[src/verilog/ir_timer_pkg.sv]
`default_nettype none
package ir_timer_pkg;
  // byte offsets of the register map on the ahb-lite port
  localparam logic [7:0] OFS_IR_CTL = 8'h00;
  localparam logic [7:0] OFS_IRQ_MASK = 8'h04;
  localparam logic [7:0] OFS_TIMER_A = 8'h08;
  localparam logic [7:0] OFS_TIMER_B_LOW = 8'h0c;
  localparam logic [7:0] OFS_TIMER_B_HIGH = 8'h10;
  localparam logic [7:0] OFS_TIMER_C = 8'h14;
  localparam logic [7:0] OFS_LOW_TIME = 8'h18;
  localparam logic [7:0] OFS_HIGH_TIME = 8'h1c;
  localparam logic [7:0] OFS_TIME_SCALE = 8'h20;
  localparam logic [7:0] OFS_TIMER_CTL = 8'h24;
  localparam logic [7:0] OFS_IRQ_FLAGS = 8'h28;
  localparam logic [7:0] OFS_GLOBAL_IRQ = 8'h2c;
  // value of every register after reset
  localparam logic [7:0] RST_BYTE = 8'h00;
  // interrupt flag and mask bit positions
  localparam int BIT_LOW_WIDTH = 7;
  localparam int BIT_HIGH_WIDTH = 6;
  localparam int BIT_TIMER_C = 5;
  localparam int BIT_TIMER_B = 4;
  localparam int BIT_TIMER_A = 3;
  localparam int BIT_EXT_PIN = 2;
  localparam int BIT_PORT_CHG = 1;
  localparam int BIT_MAIN_TMR = 0;
  // fetch vectors handed to the core
  localparam logic [7:0] VEC_LOW_WIDTH = 8'h15;
  localparam logic [7:0] VEC_HIGH_WIDTH = 8'h12;
  localparam logic [7:0] VEC_OTHER = 8'h00; // arbitrary value
  localparam logic [7:0] COUNT_MAX = 8'hff;
  localparam logic [1:0] HTRANS_NONSEQ = 2'b10;
  // ir and timer c scale control layout
  typedef struct packed {
    logic       tc_scale_en;  // timer_c_scale_enable
    logic [2:0] tc_scale_sel; // timer_c_scale_select
    logic       ir_en;        // infrared_enable
    logic       ir_app;       // infrared_application_select
    logic       long_pulse;   // high time ignored
    logic       ir_pin_en;    // pin driven by modulator
  } ir_ctl_s;
  // high/low time scale control layout
  typedef struct packed {
    logic       hi_scale_en;  // high_time_scale_enable
    logic [2:0] hi_scale_sel;
    logic       lo_scale_en;  // low_time_scale_enable
    logic [2:0] lo_scale_sel;
  } time_scale_s;
  // timer enables and clock option
  typedef struct packed {
    logic [2:0] unused;
    logic       four_clk;     // 1: system_tick = half rate
    logic       b_extend;     // timer_b_extend_enable
    logic       c_en;
    logic       b_en;
    logic       a_en;
  } timer_ctl_s;
  // active pulse segment of the modulator
  typedef enum logic {SEG_LOW = 1'b0, SEG_HIGH = 1'b1} seg_e;
endpackage
`default_nettype wire

[src/verilog/timer_ir_carrier_unit.sv]
// Summary of operation
// - timer c scale divides by 2^(sel+1)
// - scale enable low means timer c 1:1
// - timer a 8-bit, read/write, reset clears
// - timer a ticks per instruction tick
// - timer b low 8-bit, read/write, reset clears
// - timer b high used only when extended
// - extended timer b carries low into high
// - 8-bit timer b leaves high byte alone
// - carrier mode only if enable and application
// - up mode overflows after ratio times remainder
// - carrier period twice (1+value) times ratio
// - system tick full or half oscillator rate
// - output low (1+low value) times ratio
// - output high (1+high value) times ratio
// - low underflow interrupt vectors to 015h
// - high underflow interrupt vectors to 012h
// - mask holds one enable per source
// - request needs flag, mask and global enable
// - width scales 1:1 or 2^(sel+1)
// - width underflows set flags, software clears
`default_nettype none
module timer_ir_carrier_unit
  import ir_timer_pkg::*;
(
  input  wire logic        CLOCK_IN,
  input  wire logic        RST_B_IN,
  input  wire logic        HSEL_IN,
  input  wire logic [31:0] HADDR_IN,
  input  wire logic [1:0]  HTRANS_IN,
  input  wire logic        HWRITE_IN,
  input  wire logic [2:0]  HSIZE_IN,
  input  wire logic [31:0] HWDATA_IN,
  input  wire logic        HREADY_IN,
  output logic      [31:0] HRDATA_OUT,
  output logic             HREADYOUT_OUT,
  output logic             HRESP_OUT,
  input  wire logic        EXT_PIN_EVENT_IN,
  input  wire logic        PORT_CHANGE_EVENT_IN,
  input  wire logic        MAIN_TIMER_EVENT_IN,
  output logic             IRQ_OUT,
  output logic      [7:0]  IRQ_VECTOR_OUT,
  output logic             IR_PIN_OUT,
  output logic             IR_PIN_OE_OUT
);

  // true when a prescaler count completes its ratio
  function automatic logic scale_hit(input logic [7:0] cnt,
                                     input logic en,
                                     input logic [2:0] sel);
    logic [8:0] m;
    m = (9'h002 << sel) - 9'h001;
    return !en || ((cnt & m[7:0]) == m[7:0]);
  endfunction

  // bus data phase state
  logic        dp_valid_r;   // a transfer is in data phase
  logic        dp_write_r;   // that transfer writes
  logic [7:0]  dp_addr_r;    // its byte offset
  logic        rd_done_r;    // read wait state spent
  logic [31:0] hrdata_r;     // captured read word
  // software registers
  logic [7:0]  ir_ctl_r;
  logic [7:0]  mask_r;
  logic [7:0]  ta_r;
  logic [7:0]  tbl_r;
  logic [7:0]  tbh_r;
  logic [7:0]  tc_r;
  logic [7:0]  low_r;
  logic [7:0]  high_r;
  logic [7:0]  tscale_r;
  logic [7:0]  tctl_r;
  logic [7:0]  flags_r;      // sticky requests
  logic        gie_r;        // global enable
  // engine state
  logic        half_r;       // clock option divider
  logic [7:0]  tc_pre_r;     // timer c prescaler
  logic [7:0]  seg_pre_r;    // width prescaler
  logic [7:0]  wcnt_r;       // width down counter
  seg_e        seg_r;
  logic [7:0]  car_cnt_r;    // carrier half period count
  logic        carrier_r;
  logic        ir_pin_r;
  logic        ir_oe_r;
  logic        irq_r;
  logic [7:0]  vec_r;

  // field views
  ir_ctl_s     ir_ctl;
  time_scale_s tscale;
  timer_ctl_s  tctl;
  assign ir_ctl = ir_ctl_s'(ir_ctl_r);
  assign tscale = time_scale_s'(tscale_r);
  assign tctl   = timer_ctl_s'(tctl_r);

  // address phase decode; only whole-word singles expected
  wire accept     = HSEL_IN & HTRANS_IN[1] & HREADY_IN;
  wire read_stall = dp_valid_r & ~dp_write_r & ~rd_done_r;
  wire wr_en      = dp_valid_r & dp_write_r;
  wire [7:0] wd   = HWDATA_IN[7:0];
  wire wr_ir_ctl  = wr_en && (dp_addr_r == OFS_IR_CTL);
  wire wr_mask    = wr_en && (dp_addr_r == OFS_IRQ_MASK);
  wire wr_ta      = wr_en && (dp_addr_r == OFS_TIMER_A);
  wire wr_tbl     = wr_en && (dp_addr_r == OFS_TIMER_B_LOW);
  wire wr_tbh     = wr_en && (dp_addr_r == OFS_TIMER_B_HIGH);
  wire wr_tc      = wr_en && (dp_addr_r == OFS_TIMER_C);
  wire wr_low     = wr_en && (dp_addr_r == OFS_LOW_TIME);
  wire wr_high    = wr_en && (dp_addr_r == OFS_HIGH_TIME);
  wire wr_tscale  = wr_en && (dp_addr_r == OFS_TIME_SCALE);
  wire wr_tctl    = wr_en && (dp_addr_r == OFS_TIMER_CTL);
  wire wr_flags   = wr_en && (dp_addr_r == OFS_IRQ_FLAGS);
  wire wr_gie     = wr_en && (dp_addr_r == OFS_GLOBAL_IRQ);

  // read selection; flags read back gated by the mask
  logic [7:0] rd_byte;
  always_comb begin
    unique case (dp_addr_r)
      OFS_IR_CTL:       rd_byte = ir_ctl_r;
      OFS_IRQ_MASK:     rd_byte = mask_r;
      OFS_TIMER_A:      rd_byte = ta_r;
      OFS_TIMER_B_LOW:  rd_byte = tbl_r;
      OFS_TIMER_B_HIGH: rd_byte = tbh_r;
      OFS_TIMER_C:      rd_byte = tc_r;
      OFS_LOW_TIME:     rd_byte = low_r;
      OFS_HIGH_TIME:    rd_byte = high_r;
      OFS_TIME_SCALE:   rd_byte = tscale_r;
      OFS_TIMER_CTL:    rd_byte = tctl_r;
      OFS_IRQ_FLAGS:    rd_byte = flags_r & mask_r;
      OFS_GLOBAL_IRQ:   rd_byte = {7'h00, gie_r};
      default:          rd_byte = 8'h00; // unmapped reads zero
    endcase
  end

  // bus phase tracking; one wait state on reads so data is registered
  always_ff @(posedge CLOCK_IN) begin
    if (!RST_B_IN) begin
      dp_valid_r <= 1'b0;
      dp_write_r <= 1'b0;
      dp_addr_r  <= 8'h00;
      rd_done_r  <= 1'b0;
      hrdata_r   <= 32'h0000_0000;
    end else if (HREADY_IN) begin
      dp_valid_r <= accept;
      dp_write_r <= HWRITE_IN;
      dp_addr_r  <= HADDR_IN[7:0];
      rd_done_r  <= 1'b0;
    end else if (read_stall) begin
      rd_done_r <= 1'b1;
      hrdata_r  <= {24'h00_0000, rd_byte};
    end
  end
  assign HREADYOUT_OUT = ~read_stall;
  assign HRESP_OUT     = 1'b0; // always okay
  assign HRDATA_OUT    = hrdata_r;

  // system tick: every cycle, or every second one on the four-clock option
  wire tick = ~tctl.four_clk | half_r;

  // timer c prescaler hit, and the width prescaler hit of the active segment
  wire tc_hit  = tick && scale_hit(tc_pre_r, ir_ctl.tc_scale_en, ir_ctl.tc_scale_sel);
  wire seg_hit = tick && (seg_r == SEG_LOW
                 ? scale_hit(seg_pre_r, tscale.lo_scale_en, tscale.lo_scale_sel)
                 : scale_hit(seg_pre_r, tscale.hi_scale_en, tscale.hi_scale_sel));
  wire ir_mode = ir_ctl.ir_en & ir_ctl.ir_app;

  // overflow and underflow events
  wire a_run  = tctl.a_en & tick & ~wr_ta;
  wire a_ovf  = a_run && (ta_r == COUNT_MAX);
  wire b_run  = tctl.b_en & tick & ~wr_tbl & ~(tctl.b_extend & wr_tbh);
  wire b_wrap = (tbl_r == COUNT_MAX) && (!tctl.b_extend || tbh_r == COUNT_MAX);
  wire b_ovf  = b_run && b_wrap;
  wire c_run  = tctl.c_en & ~ir_mode & tc_hit & ~wr_tc;
  wire c_ovf  = c_run && (tc_r == COUNT_MAX);
  wire w_under = ir_ctl.ir_en && seg_hit && (wcnt_r == 8'h00);
  wire lo_under = w_under && (seg_r == SEG_LOW);
  wire hi_under = w_under && (seg_r == SEG_HIGH);

  // hardware sets win over software clears
  logic [7:0] flag_set;
  assign flag_set = {lo_under, hi_under, c_ovf, b_ovf, a_ovf,
                     EXT_PIN_EVENT_IN, PORT_CHANGE_EVENT_IN, MAIN_TIMER_EVENT_IN};
  wire [7:0] flag_keep = wr_flags ? (flags_r & wd) : flags_r;   // write 0 clears
  wire [7:0] flags_nxt = flag_keep | flag_set;

  // control and mask registers
  always_ff @(posedge CLOCK_IN) begin
    if (!RST_B_IN) begin
      ir_ctl_r <= RST_BYTE;
      mask_r   <= RST_BYTE;
      low_r    <= RST_BYTE;
      high_r   <= RST_BYTE;
      tscale_r <= RST_BYTE;
      tctl_r   <= RST_BYTE;
      flags_r  <= RST_BYTE;
      gie_r    <= 1'b0;
    end else begin
      if (wr_ir_ctl) ir_ctl_r <= wd;
      if (wr_mask) mask_r <= wd;
      if (wr_low) low_r <= wd;
      if (wr_high) high_r <= wd;
      if (wr_tscale) tscale_r <= wd;
      if (wr_tctl) tctl_r <= {3'b000, wd[4:0]};
      if (wr_gie) gie_r <= wd[0]; // 1 acts as enable, 0 as disable
      flags_r <= flags_nxt;
    end
  end

  // timers a and b; a bus write beats a same-cycle increment
  always_ff @(posedge CLOCK_IN) begin
    if (!RST_B_IN) begin
      half_r <= 1'b0;
      ta_r   <= RST_BYTE;
      tbl_r  <= RST_BYTE;
      tbh_r  <= RST_BYTE;
    end else begin
      half_r <= ~half_r;
      if (wr_ta) ta_r <= wd;
      else if (a_run) ta_r <= ta_r + 8'h01;
      if (wr_tbl) tbl_r <= wd;
      else if (b_run) tbl_r <= tbl_r + 8'h01;
      if (wr_tbh) tbh_r <= wd;
      else if (b_run && tctl.b_extend && tbl_r == COUNT_MAX) tbh_r <= tbh_r + 8'h01;
    end
  end

  // timer c: up counter, or carrier generator in infrared mode
  always_ff @(posedge CLOCK_IN) begin
    if (!RST_B_IN) begin
      tc_r      <= RST_BYTE;
      tc_pre_r  <= RST_BYTE;
      car_cnt_r <= RST_BYTE;
      carrier_r <= 1'b0;
    end else begin
      if (wr_tc) begin
        tc_r     <= wd;
        tc_pre_r <= 8'h00; // restart ratio so the first period is whole
      end else begin
        if (c_run) tc_r <= tc_r + 8'h01;
        if (tick && (tctl.c_en || ir_mode)) tc_pre_r <= tc_pre_r + 8'h01;
      end
      if (!ir_mode) begin
        car_cnt_r <= 8'h00;
        carrier_r <= 1'b0;
      end else if (tc_hit) begin
        // half period is (1+value) scaled ticks
        if (car_cnt_r == tc_r) begin
          car_cnt_r <= 8'h00;
          carrier_r <= ~carrier_r;
        end else begin
          car_cnt_r <= car_cnt_r + 8'h01;
        end
      end
    end
  end

  // width counters: low segment, then high, unless long pulse holds low
  always_ff @(posedge CLOCK_IN) begin
    if (!RST_B_IN) begin
      seg_r     <= SEG_LOW;
      wcnt_r    <= RST_BYTE;
      seg_pre_r <= RST_BYTE;
    end else if (!ir_ctl.ir_en) begin
      seg_r     <= SEG_LOW;
      wcnt_r    <= low_r;
      seg_pre_r <= 8'h00;
    end else if (w_under) begin
      seg_pre_r <= 8'h00;
      if (seg_r == SEG_LOW && !ir_ctl.long_pulse) begin
        seg_r  <= SEG_HIGH;
        wcnt_r <= high_r;
      end else begin
        seg_r  <= SEG_LOW;
        wcnt_r <= low_r;
      end
    end else if (tick) begin
      seg_pre_r <= seg_pre_r + 8'h01;
      if (seg_hit) wcnt_r <= wcnt_r - 8'h01;
    end
  end

  // pin: low segment active low, carrier-gated in the ir application
  wire pin_nxt = (seg_r == SEG_HIGH) ? 1'b1 : (ir_ctl.ir_app ? carrier_r : 1'b0);
  wire [7:0] pending = flags_nxt & mask_r;
  always_ff @(posedge CLOCK_IN) begin
    if (!RST_B_IN) begin
      ir_pin_r <= 1'b1;
      ir_oe_r  <= 1'b0;
      irq_r    <= 1'b0;
      vec_r    <= VEC_OTHER;
    end else begin
      ir_pin_r <= ir_ctl.ir_en ? pin_nxt : 1'b1;
      ir_oe_r  <= ir_ctl.ir_en & ir_ctl.ir_pin_en;
      irq_r    <= gie_r && (pending != 8'h00);
      // low width outranks high width
      if (pending[BIT_LOW_WIDTH]) vec_r <= VEC_LOW_WIDTH;
      else if (pending[BIT_HIGH_WIDTH]) vec_r <= VEC_HIGH_WIDTH;
      else vec_r <= VEC_OTHER;
    end
  end
  assign IR_PIN_OUT     = ir_pin_r;
  assign IR_PIN_OE_OUT  = ir_oe_r;
  assign IRQ_OUT        = irq_r;
  assign IRQ_VECTOR_OUT = vec_r;

  // carrier check helper: times each carrier level in whole cycles
  logic       car_prev_r;  // carrier one cycle ago
  logic [8:0] car_run_r;   // cycles spent at the current carrier level
  logic       car_clean_r; // a run began with the settings left alone
  wire car_flip  = carrier_r != car_prev_r;
  // any of these spoils the timing of the run in progress
  wire car_upset = !ir_mode | wr_tc | wr_ir_ctl | wr_tctl;
  always_ff @(posedge CLOCK_IN) begin
    if (!RST_B_IN) begin
      car_prev_r  <= 1'b0;
      car_run_r   <= 9'h000;
      car_clean_r <= 1'b0;
    end else begin
      car_prev_r  <= carrier_r;
      car_run_r   <= car_flip ? 9'h001 : car_run_r + 9'h001;
      car_clean_r <= car_upset ? 1'b0 : (car_flip | car_clean_r);
    end
  end
endmodule
`default_nettype wire

[config.mk]
export PLATFORM = sky130hd
export DESIGN_NAME = timer_ir_carrier_unit
export DESIGN_NICKNAME = d
export VERILOG_FILES = /design/src/verilog/ir_timer_pkg.sv /design/src/verilog/timer_ir_carrier_unit.sv
export SDC_FILE = /design/constraint.sdc
export NUM_CORES = 1
export LEC_CHECK = 0
export BUFFER_PORTS_ARGS = -buffer_cell sky130_fd_sc_hd__clkbuf_2
export CORE_MARGIN = 5
export CORE_UTILIZATION = 52
export DETAILED_ROUTE_END_ITERATION = 8
export PLACE_DENSITY = 0.79
export SYNTH_ARGS = -nofsm -noshare
export SYNTH_HDL_FRONTEND = slang
export SYNTH_SLANG_ARGS = --single-unit
[constraint.sdc]
create_clock -name CLOCK_IN -period 2.8 [get_ports CLOCK_IN]
set_input_delay 0.28 -clock CLOCK_IN [delete_from_list [all_inputs] [get_ports CLOCK_IN]]
set_output_delay 0.28 -clock CLOCK_IN [all_outputs]
set_load 0.05 [all_outputs]
=== Yosys cells after proc, flatten, opt, wreduce, memory -nomap -nowiden ===
Cells that the tools add are included.

* Bits in registers: 151
* Output and inout port bits: 45
* Logic and storage cells: 178
* Input bits: 77

* $add $sub $neg: 11
* Equal/unequal tests: 21
* Reduce and logical (&&, ||, !) cells: 54
* Bitwise gates (word level): 39
* Multiplexer cells: 21
* Shift-type cells: 3

{| class="wikitable"
|+ Operator list
! kind !! number
|-
| $mux 8 || 15
|-
| $pmux 8 s12 || 1
|-
| $add 8x1->8 const B || 7
|-
| $and 8x8->8 || 6
|-
| $eq 8x5->1 const B || 4
|-
| $eq 8x6->1 const B || 4
|-
| $eq 8x8->1 || 4
|-
| $eq 8x8->1 const B || 4
|-
| $sub 8x1->8 const B || 4
|-
| $logic_and 1x1->1 || 27
|-
| $shl 2x3->8 const A || 3
|-
| $and 1x1->1 || 16
|-
| $eq 8x4->1 const B || 2
|-
| $logic_not 8->1 || 2
|-
| $not 1->1 || 15
|-
| $mux 5 || 2
|-
| $reduce_and 2->1 || 5
|-
| $eq 8x3->1 const B || 1
|-
| $or 8x8->8 || 1
|-
| $reduce_bool 2->1 || 4
|-
| $reduce_bool 8->1 || 1
|-
| $ne 3x1->1 const B || 2
|-
| $reduce_or 2->1 || 3
|-
| $reduce_or 3->1 || 2
|-
| other kinds (4) || 14
|}

=== Depth between registers and ports, before layout ===
Gate-level depths: netlist of run 1.

* Depth after elaboration: 14
* Gate-level depth with buffers: 12
* Gate-level depth less buffers: 10

=== Worst setup path before layout of run 1 ===
No wires, ideal clock.

* Path type: register to register
* From: reg ir_ctl_r[5] (netlist: ir_ctl[5])
* To: reg tc_r[4]
* Period minus slack after synthesis: 2.571 ns
* Library setup time: 0.074 ns
* Path slack: 0.229 ns
* Data arrival time: 2.497 ns
* Stages on the path, launching flop included: 12
* Path buffers: 2
* Required time: 2.726 ns
* Cell sequence: dfxtp_1 -> clkbuf_1 -> or3_1 -> ha_1 -> and2_1 -> o21ai_0 -> a21oi_1 -> o21a_1 -> or2_1 -> clkbuf_1 -> or3_1 -> a31oi_1

* Longest elaborated chain between the ends: 9

{| class="wikitable"
|+ Ends and longest elaborated chain
! element !! RTL line !! source
|-
| from (decl) || timer_ir_carrier_unit.sv:63 || <nowiki>logic [7:0] ir_ctl_r;</nowiki>
|-
| from (signal assigned) || timer_ir_carrier_unit.sv:197 || <nowiki>if (wr_ir_ctl) ir_ctl_r <= wd;</nowiki>
|-
| $shl 2x3->8 * || timer_ir_carrier_unit.sv:52 || <nowiki>m = (9'h002 << sel) - 9'h001;</nowiki>
|-
| $sub 8x1->8 * || timer_ir_carrier_unit.sv:52 ||
|-
| $and 8x8->8 || timer_ir_carrier_unit.sv:53 || <nowiki>return !en || ((cnt & m[7:0]) == m[7:0]);</nowiki>
|-
| $eq 8x8->1 * || timer_ir_carrier_unit.sv:53 ||
|-
| $logic_or 1x1->1 * || timer_ir_carrier_unit.sv:53 ||
|-
| $logic_and 1x1->1 * || timer_ir_carrier_unit.sv:160 || <nowiki>wire tc_hit = tick && scale_hit(tc_pre_r, ir_ctl.tc_scale_en, ir_ctl.tc_scale_sel);</nowiki>
|-
| $and 1x1->1 * (2 in series) || timer_ir_carrier_unit.sv:172 || <nowiki>wire c_run = tctl.c_en & ~ir_mode & tc_hit & ~wr_tc;</nowiki>
|-
| $reduce_bool 2->1 (no source line) * || n/a ||
|-
| to (signal assigned) || timer_ir_carrier_unit.sv:235 || <nowiki>tc_r <= wd;</nowiki>
|-
| to (signal assigned) || timer_ir_carrier_unit.sv:238 || <nowiki>if (c_run) tc_r <= tc_r + 8'h01;</nowiki>
|-
| to (decl) || timer_ir_carrier_unit.sv:68 || <nowiki>logic [7:0] tc_r;</nowiki>
|}

Every way passes the cells marked *; elsewhere a longest branch is shown, timed or not.
A chain may end at the register's enable or synchronous reset.

=== Worst setup path after layout of run 1 ===
* From: reg tscale_r[2] (netlist: tscale[2])
* To: reg wcnt_r[0]

* Longest elaborated chain between the ends: 11
* Elaborated cells between the ends (all ways): 14
* Classes of those cells: 1 x add/sub; 3 x eq/ne; 1 x shift; 3 x mux; 1 x bitwise; 5 x reduce/logical

{| class="wikitable"
|+ Ends and longest elaborated chain
! element !! RTL line !! source
|-
| from (decl) || timer_ir_carrier_unit.sv:71 || <nowiki>logic [7:0] tscale_r;</nowiki>
|-
| from (signal assigned) || timer_ir_carrier_unit.sv:201 || <nowiki>if (wr_tscale) tscale_r <= wd;</nowiki>
|-
| $shl 2x3->8 * || timer_ir_carrier_unit.sv:52 ||
|-
| $sub 8x1->8 * || timer_ir_carrier_unit.sv:52 ||
|-
| $and 8x8->8 || timer_ir_carrier_unit.sv:53 ||
|-
| $eq 8x8->1 * || timer_ir_carrier_unit.sv:53 ||
|-
| $logic_or 1x1->1 * || timer_ir_carrier_unit.sv:53 ||
|-
| $mux 1 * || timer_ir_carrier_unit.sv:162 || <nowiki>? scale_hit(seg_pre_r, tscale.lo_scale_en, tscale.lo_scale_sel)</nowiki>
|-
| $logic_and 1x1->1 * || timer_ir_carrier_unit.sv:161 || <nowiki>wire seg_hit = tick && (seg_r == SEG_LOW</nowiki>
|-
| $logic_and 1x1->1 (2 in series) || timer_ir_carrier_unit.sv:174 || <nowiki>wire w_under = ir_ctl.ir_en && seg_hit && (wcnt_r == 8'h00);</nowiki>
|-
| $ne 3x1->1 (no source line) / $mux 8 (equally long branches) || n/a ||
|-
| $reduce_and 2->1 (no source line) / $mux 8 (equally long branches) || n/a ||
|-
| to (signal assigned) || timer_ir_carrier_unit.sv:264 || <nowiki>wcnt_r <= low_r;</nowiki>
|-
| to (signal assigned) || timer_ir_carrier_unit.sv:270 || <nowiki>wcnt_r <= high_r;</nowiki>
|-
| to (signal assigned) || timer_ir_carrier_unit.sv:273 || <nowiki>wcnt_r <= low_r;</nowiki>
|-
| to (decl) || timer_ir_carrier_unit.sv:79 || <nowiki>logic [7:0] wcnt_r;</nowiki>
|}

Marked as above.

==> out/qor.yml, run 1 <==
clock_path_buffers: 2
detailedRoute.firstPassIterationCount: 6
synth-seq-cells: 146
critical_path.max_fanout: 12
numCtsBuffers: 17
vias_in_the_first_global_route: 6688
required_time_worst_endpoint_ns: 3.16
reg2reg_depth: 8
syn_area_um2: 7970
critPathLaunchType: "flop"
power_density_nw_per_um2: 546
netlist_top_cells_count: "sky130_fd_sc_hd__dfxtp_1, sky130_fd_sc_hd__a21oi_1, sky130_fd_sc_hd__nand2_1"
gpl.final_weighted_congestion: 0.987
finalSetupViolations: 0
post-route-min-period_ns: 2.65
layout-drive-gt1-share_pct: 12.3
swShare_pct: 25.1
chipWidth_um: 134
grt-ovfl-total: 0
net-switching-power_w: 0.00121
finalWirelength_mm: 22.8
final_max_slew_viol_count: 0
final_core_util_pct: 58.4
synth.top_cell.area_share_pct: 36.7
antenna_cells_inserted: 0
synth_edf_count: 0
vias_per_cell: 6.17
tightestPinTransition_ns: 0.670
timing.clock.skew_ns: 0.0100
path_class: "flop to flop"
cts_post_setup_buffers_inserted: 0
cellInternalPower_w: 0.00362
worstHoldPathCells: 3
timing.hold.worst.start: "HADDR_IN[3]"
vdd.ir_drop.worst_mv: 0.439
syn_avg_cell_area_um2: 8.04
htree_levels: 4
routedWlPerCell_um: 18.8
fp.dieH_um: 134
syn_inst: 991
hpwl_mm: 15.9
slowest_stage: "sky130_fd_sc_hd__dfxtp_1"
seqPwrFrac_pct: 44.0
yosysWarningCount: 0
synth_ff_type: "sky130_fd_sc_hd__dfxtp_1"
post-route-period-util_pct: 94.7
grt_pass1_wl_mm: 36.0
synth_area_leaders: "sky130_fd_sc_hd__dfxtp_1, sky130_fd_sc_hd__a21oi_1, sky130_fd_sc_hd__nand2_1"
min_path_type: "input port to flop"
tritoncts: "yes"
grt_max_degree: 39
leakagePower_nw: 3.25
globalRouteTotalUtil_pct: 25.3
die-area_um2: 17900
fmax_mhz: 377
synthDistinctLibCells: 82
unrepaired_setup_endpoints_after_global_routing: "no"
dr.first_iter.drc_count: 752
num_rows: 45
drcViolationCount: 0
synth_most_common_cell: "sky130_fd_sc_hd__dfxtp_1"
clockPowerShare_pct: 49.2
max_cap_violations: 0
core_area_um2: 15100
postCtsResizedCells: 0
synth_top_cell_by_area: "sky130_fd_sc_hd__dfxtp_1"
setup_total_neg_slack_ns: 0
worstPathArrival_ns: 3.01
comb_power_share_pct: 6.9
worst_path_largest_cell_delay_ns: 0.41
postRouteAntennaNets: 0
insertion_delay_ns: 0.43
startpoint: "tscale[2]$_SDFFE_PN0P_"
layout-area-overhead-vs-synth_pct: 11.0
setup.worst_path.end_class: "flop"
path_cells: "or3_4, ha_1, o211ai_1, o32ai_2, a21boi_2, and2_4, o2111ai_1, a31oi_1"
clock-sinks: 146
maxSlewHeadroom_pct: 55.3
worstReg2RegStart: "tscale[2]$_SDFFE_PN0P_"
clk_pin_slew_worst_paths_ns: 0.06
hold_viol: 0
ys_seq_area_share_pct: 36.7
port_buffers: 40
synth_async_sr_flop_share_pct: 0
via_count: 7478
clk_root_buffer_cell: "sky130_fd_sc_hd__clkbuf_16"
final_nets: 1099
floorplan.initialDensity_pct: 52.6
number_of_antenna_violations_at_the_first_check_in_global_routing: 0
cts.hold.buffers_added: 0
outcome: "finished clean"
boundaryPins: 122
per-stage QoR:
step           instance area [um^2]  hold slack [ns]  power [W]  std cells  setup WS (ns)
3_5_place_dp                   8230            0.429    0.00249       1180          0.187
6_report                       8850           0.0823    0.00483       1212          0.148
3_3_place_gp                   8230            0.419    0.00249       1180          0.277
5_1_grt                        8850           0.0868    0.00495       1212         0.0187
2_1_floorplan                  8080            0.407    0.00243       1019          0.229
4_1_cts                        8840           0.0786    0.00484       1212          0.183
final cells by class:
type | instances | area (um^2)
Fill cell | 1350 | 6300
Multi-Input combinational cell | 756 | 4580
Sequential cell | 146 | 2920
Clock buffer | 20 | 457
Timing Repair Buffer | 69 | 418
Tap cell | 188 | 235
Clock inverter | 12 | 155
Inverter | 21 | 78.8
layout by cell type (no fill, tap or decap), types with 7 or more instances in the layout:
| cell type | n |
|---|---|
| sky130_fd_sc_hd__clkbuf_2 | 40 |
| sky130_fd_sc_hd__dfxtp_1 | 146 |
| sky130_fd_sc_hd__ha_1 | 11 |
| sky130_fd_sc_hd__clkbuf_16 | 17 |
| sky130_fd_sc_hd__nand3_1 | 71 |
| sky130_fd_sc_hd__nand2b_1 | 11 |
| sky130_fd_sc_hd__o21ai_0 | 53 |
| sky130_fd_sc_hd__a22o_1 | 8 |
| sky130_fd_sc_hd__inv_1 | 20 |
| sky130_fd_sc_hd__mux2i_1 | 30 |
| sky130_fd_sc_hd__and3_1 | 12 |
| sky130_fd_sc_hd__xor2_1 | 36 |
| sky130_fd_sc_hd__nand4_1 | 16 |
| sky130_fd_sc_hd__a31oi_1 | 8 |
| sky130_fd_sc_hd__conb_1 | 29 |
| sky130_fd_sc_hd__and2_1 | 7 |
| sky130_fd_sc_hd__o22ai_1 | 10 |
| sky130_fd_sc_hd__buf_4 | 29 |
| sky130_fd_sc_hd__a21oi_1 | 113 |
| sky130_fd_sc_hd__a22oi_1 | 8 |
| sky130_fd_sc_hd__nor3_1 | 7 |
| sky130_fd_sc_hd__a211oi_1 | 11 |
| sky130_fd_sc_hd__nor2_1 | 85 |
| sky130_fd_sc_hd__nand2_1 | 102 |
| sky130_fd_sc_hd__xnor2_1 | 18 |
power groups by stage:
stage	Clock (W)	Combinational (W)	Sequential (W)
after floorplan	0	0.000267	0.00216
after global placement	0	0.000320	0.00217
after detailed placement	0	0.000322	0.00217
after CTS	0.00239	0.000323	0.00212
after global routing	0.00248	0.000346	0.00212
final	0.00237	0.000331	0.00212
critical path: cells and delay by family (launching register included):
| family | cells | cell delay [ns] |
|---|---|---|
| fa+ha+maj | 1 | 0.29 |
| flops | 1 | 0.41 |
| compound gates | 5 | 1.19 |
| simple gates | 2 | 0.69 |
worst paths after layout:
check                                                  to  slack [ns]
worst max-delay path               wcnt_r[0]$_SDFFE_PN0P_        0.15
worst min-delay path            dp_addr_r[3]$_SDFFE_PN0P_        0.08
worst max register to register     wcnt_r[0]$_SDFFE_PN0P_        0.15
worst min register to register          half_r$_SDFF_PN0_        0.44
metal layers:
layer  vias to the layer above  routed length [um]  GRT usage, %
met4                         0                 788          10.6
met2                       364               10500          40.0
li1                       3538                   -             -
met3                        60                2130          6.04
met1                      3516                9360          33.2
met5                         -                   0             0
logic make-up (layout without fill, tap and decap cells):
family	count (synthesis)	in the layout	share of synthesized area (%)
DFF	146	146	36.7
other	1	29	0.0470
muxes	33	33	4.19
AOI/OAI and AO/OA	264	264	20.5
and+or+nand+nor	365	365	23.3
buffers and inverters	117	122	7.61
adders and majority gates	11	11	1.73
xor gates and xnor gates	54	54	5.93
Note: power is estimated with default switching activity, not from simulation.
==> run 2: changes to the inputs <==
CORE_UTILIZATION = 55   (was 52)
PLACE_DENSITY = 0.8   (was 0.79)
clock period = 3 ns   (was 2.8 ns; I/O delays follow)
==> out/qor.yml, run 2 (synthesis results as in run 1) <==
fin_total_pwr_w: 0.00425
fin_ws_ns: 0.266
clock-sinks: 146
core_area_um2: 14400
num_rows: 44
dr.first_iter.drc_count: 1004
tritoncts: "yes"
die-area_um2: 17000
antenna_cells_inserted: 0
floorplan.initialDensity_pct: 55.5
worst_path_largest_cell_delay_ns: 0.52
place_area_um2: 8210
postRouteAntennaNets: 0
setup.worst_path.end_class: "flop"
fmax_mhz: 366
leakagePower_nw: 3.21
final_design_area_no_fill_um2: 8740
fp.dieH_um: 130
placement.setup.worst_slack_ns: 0.290
routedWlPerCell_um: 19.2
path_cells: "or3_4, ha_1, nor2_1, a32o_1, o32ai_2, a21boi_2, nand3_1, nand3_1, nor2_1"
number_of_antenna_violations_at_the_first_check_in_global_routing: 0
post-route-min-period_ns: 2.73
vdd.ir_drop.worst_mv: 0.454
cts_post_setup_buffers_inserted: 0
gpl.final_weighted_congestion: 0.956
postCtsResizedCells: 0
vias_per_cell: 6.25
via_count: 7516
critPathLaunchType: "flop"
tightestPinTransition_ns: 0.832
cts.hold.buffers_added: 0
slowest_stage: "sky130_fd_sc_hd__dfxtp_1"
worstPathArrival_ns: 3.05
clock_path_buffers: 2
clk_root_buffer_cell: "sky130_fd_sc_hd__clkbuf_16"
final_nets: 1095
required_time_worst_endpoint_ns: 3.31
critical_path.max_fanout: 10
grt-ovfl-total: 0
failed_checks: "DRC"
grt_max_degree: 39
final_cell_mix: "sky130_fd_sc_hd__dfxtp_1, sky130_fd_sc_hd__a21oi_1, sky130_fd_sc_hd__nand2_1, sky130_fd_sc_hd__nor2_1, sky130_fd_sc_hd__nand3_1"
outcome: "finished with violations"
setup_total_neg_slack_ns: 0
port_buffers: 40
hold_slack_ns: 0.109
globalRouteTotalUtil_pct: 27.3
grt_pass1_wl_mm: 36.1
htree_levels: 4
unrepaired_setup_endpoints_after_global_routing: "no"
path_class: "flop to flop"
insertion_delay_ns: 0.43
hold_viol: 0
chipWidth_um: 130
detailedRoute.firstPassIterationCount: 9
layout-area-overhead-vs-synth_pct: 9.59
finalSetupViolations: 0
boundaryPins: 122
finalWirelength_mm: 23.1
drcViolationCount: 1
layout-drive-gt1-share_pct: 11.4
maxSlewHeadroom_pct: 43.8
timing.clock.skew_ns: 0.00648
hpwl_mm: 15.9
power_density_nw_per_um2: 487
final_common_cell: "sky130_fd_sc_hd__dfxtp_1"
clk_pin_slew_worst_paths_ns: 0.06
max_cap_violations: 0
numCtsBuffers: 17
post-route-period-util_pct: 91.1
min_path_type: "input port to flop"
vias_in_the_first_global_route: 6823
final_max_slew_viol_count: 0
## run 2: cell types whose count changed in the layout (fill, tap and decap cells not counted), sizes merged
cell,before,now
inv,23,21
buf,29,25
clkinvlp,2,0
clkinv,5,6
bufinv,3,1
clkbuf,60,63
## run 2: critical path, delay by kind of cell (launching register included)
family / cells / cell delay, ns
AND/OR/NAND/NOR: 5 / 0.91
AO/OA/AOI/OAI: 3 / 0.99
flip-flops: 1 / 0.52
adder cells (fa/ha/maj): 1 / 0.19
## run 2: final timing paths
check	from	endpoint	slack (ns)	depth (start not counted)
hold / removal	HADDR_IN[3]	dp_addr_r[3]$_SDFFE_PN0P_	0.11	3
setup / recovery	tscale[2]$_SDFFE_PN0P_	seg_pre_r[4]$_SDFFE_PP0N_	0.27	9
setup reg to reg	tscale[2]$_SDFFE_PN0P_	seg_pre_r[4]$_SDFFE_PP0N_	0.27	9
hold reg to reg	half_r$_SDFF_PN0_	half_r$_SDFF_PN0_	0.43	1
## run 2: metal layers
layer	vias up	global-route usage [%]	wire length, um
li1	3509	-	-
met1	3479	35.7	9260
met2	427	42.4	10300
met3	101	6.71	2510
met4	0	13.1	1040
met5	-	0	0
## run 2: through the flow
stage | util [%] | cells
5_1_grt | 60.8 | 1202
3_5_place_dp | 57.1 | 1172
2_1_floorplan | - | 1019
4_1_cts | 60.8 | 1202
6_report | 60.8 | 1202
3_3_place_gp | 57.1 | 1172
## run 2: report_power, final
part           switching (W)  total, W  internal, W
combinational       0.000248  0.000316    0.0000688
clock               0.000793   0.00196      0.00116
sequential         0.0000276   0.00198      0.00196
## run 2: area by class of cell
class	instances	area [um^2]
Clock inverter	7	60.1
Sequential cell	146	2920
Multi-Input combinational cell	756	4580
Fill cell	1250	5630
Inverter	21	78.8
Tap cell	184	230
Timing Repair Buffer	65	400
Clock buffer	23	468
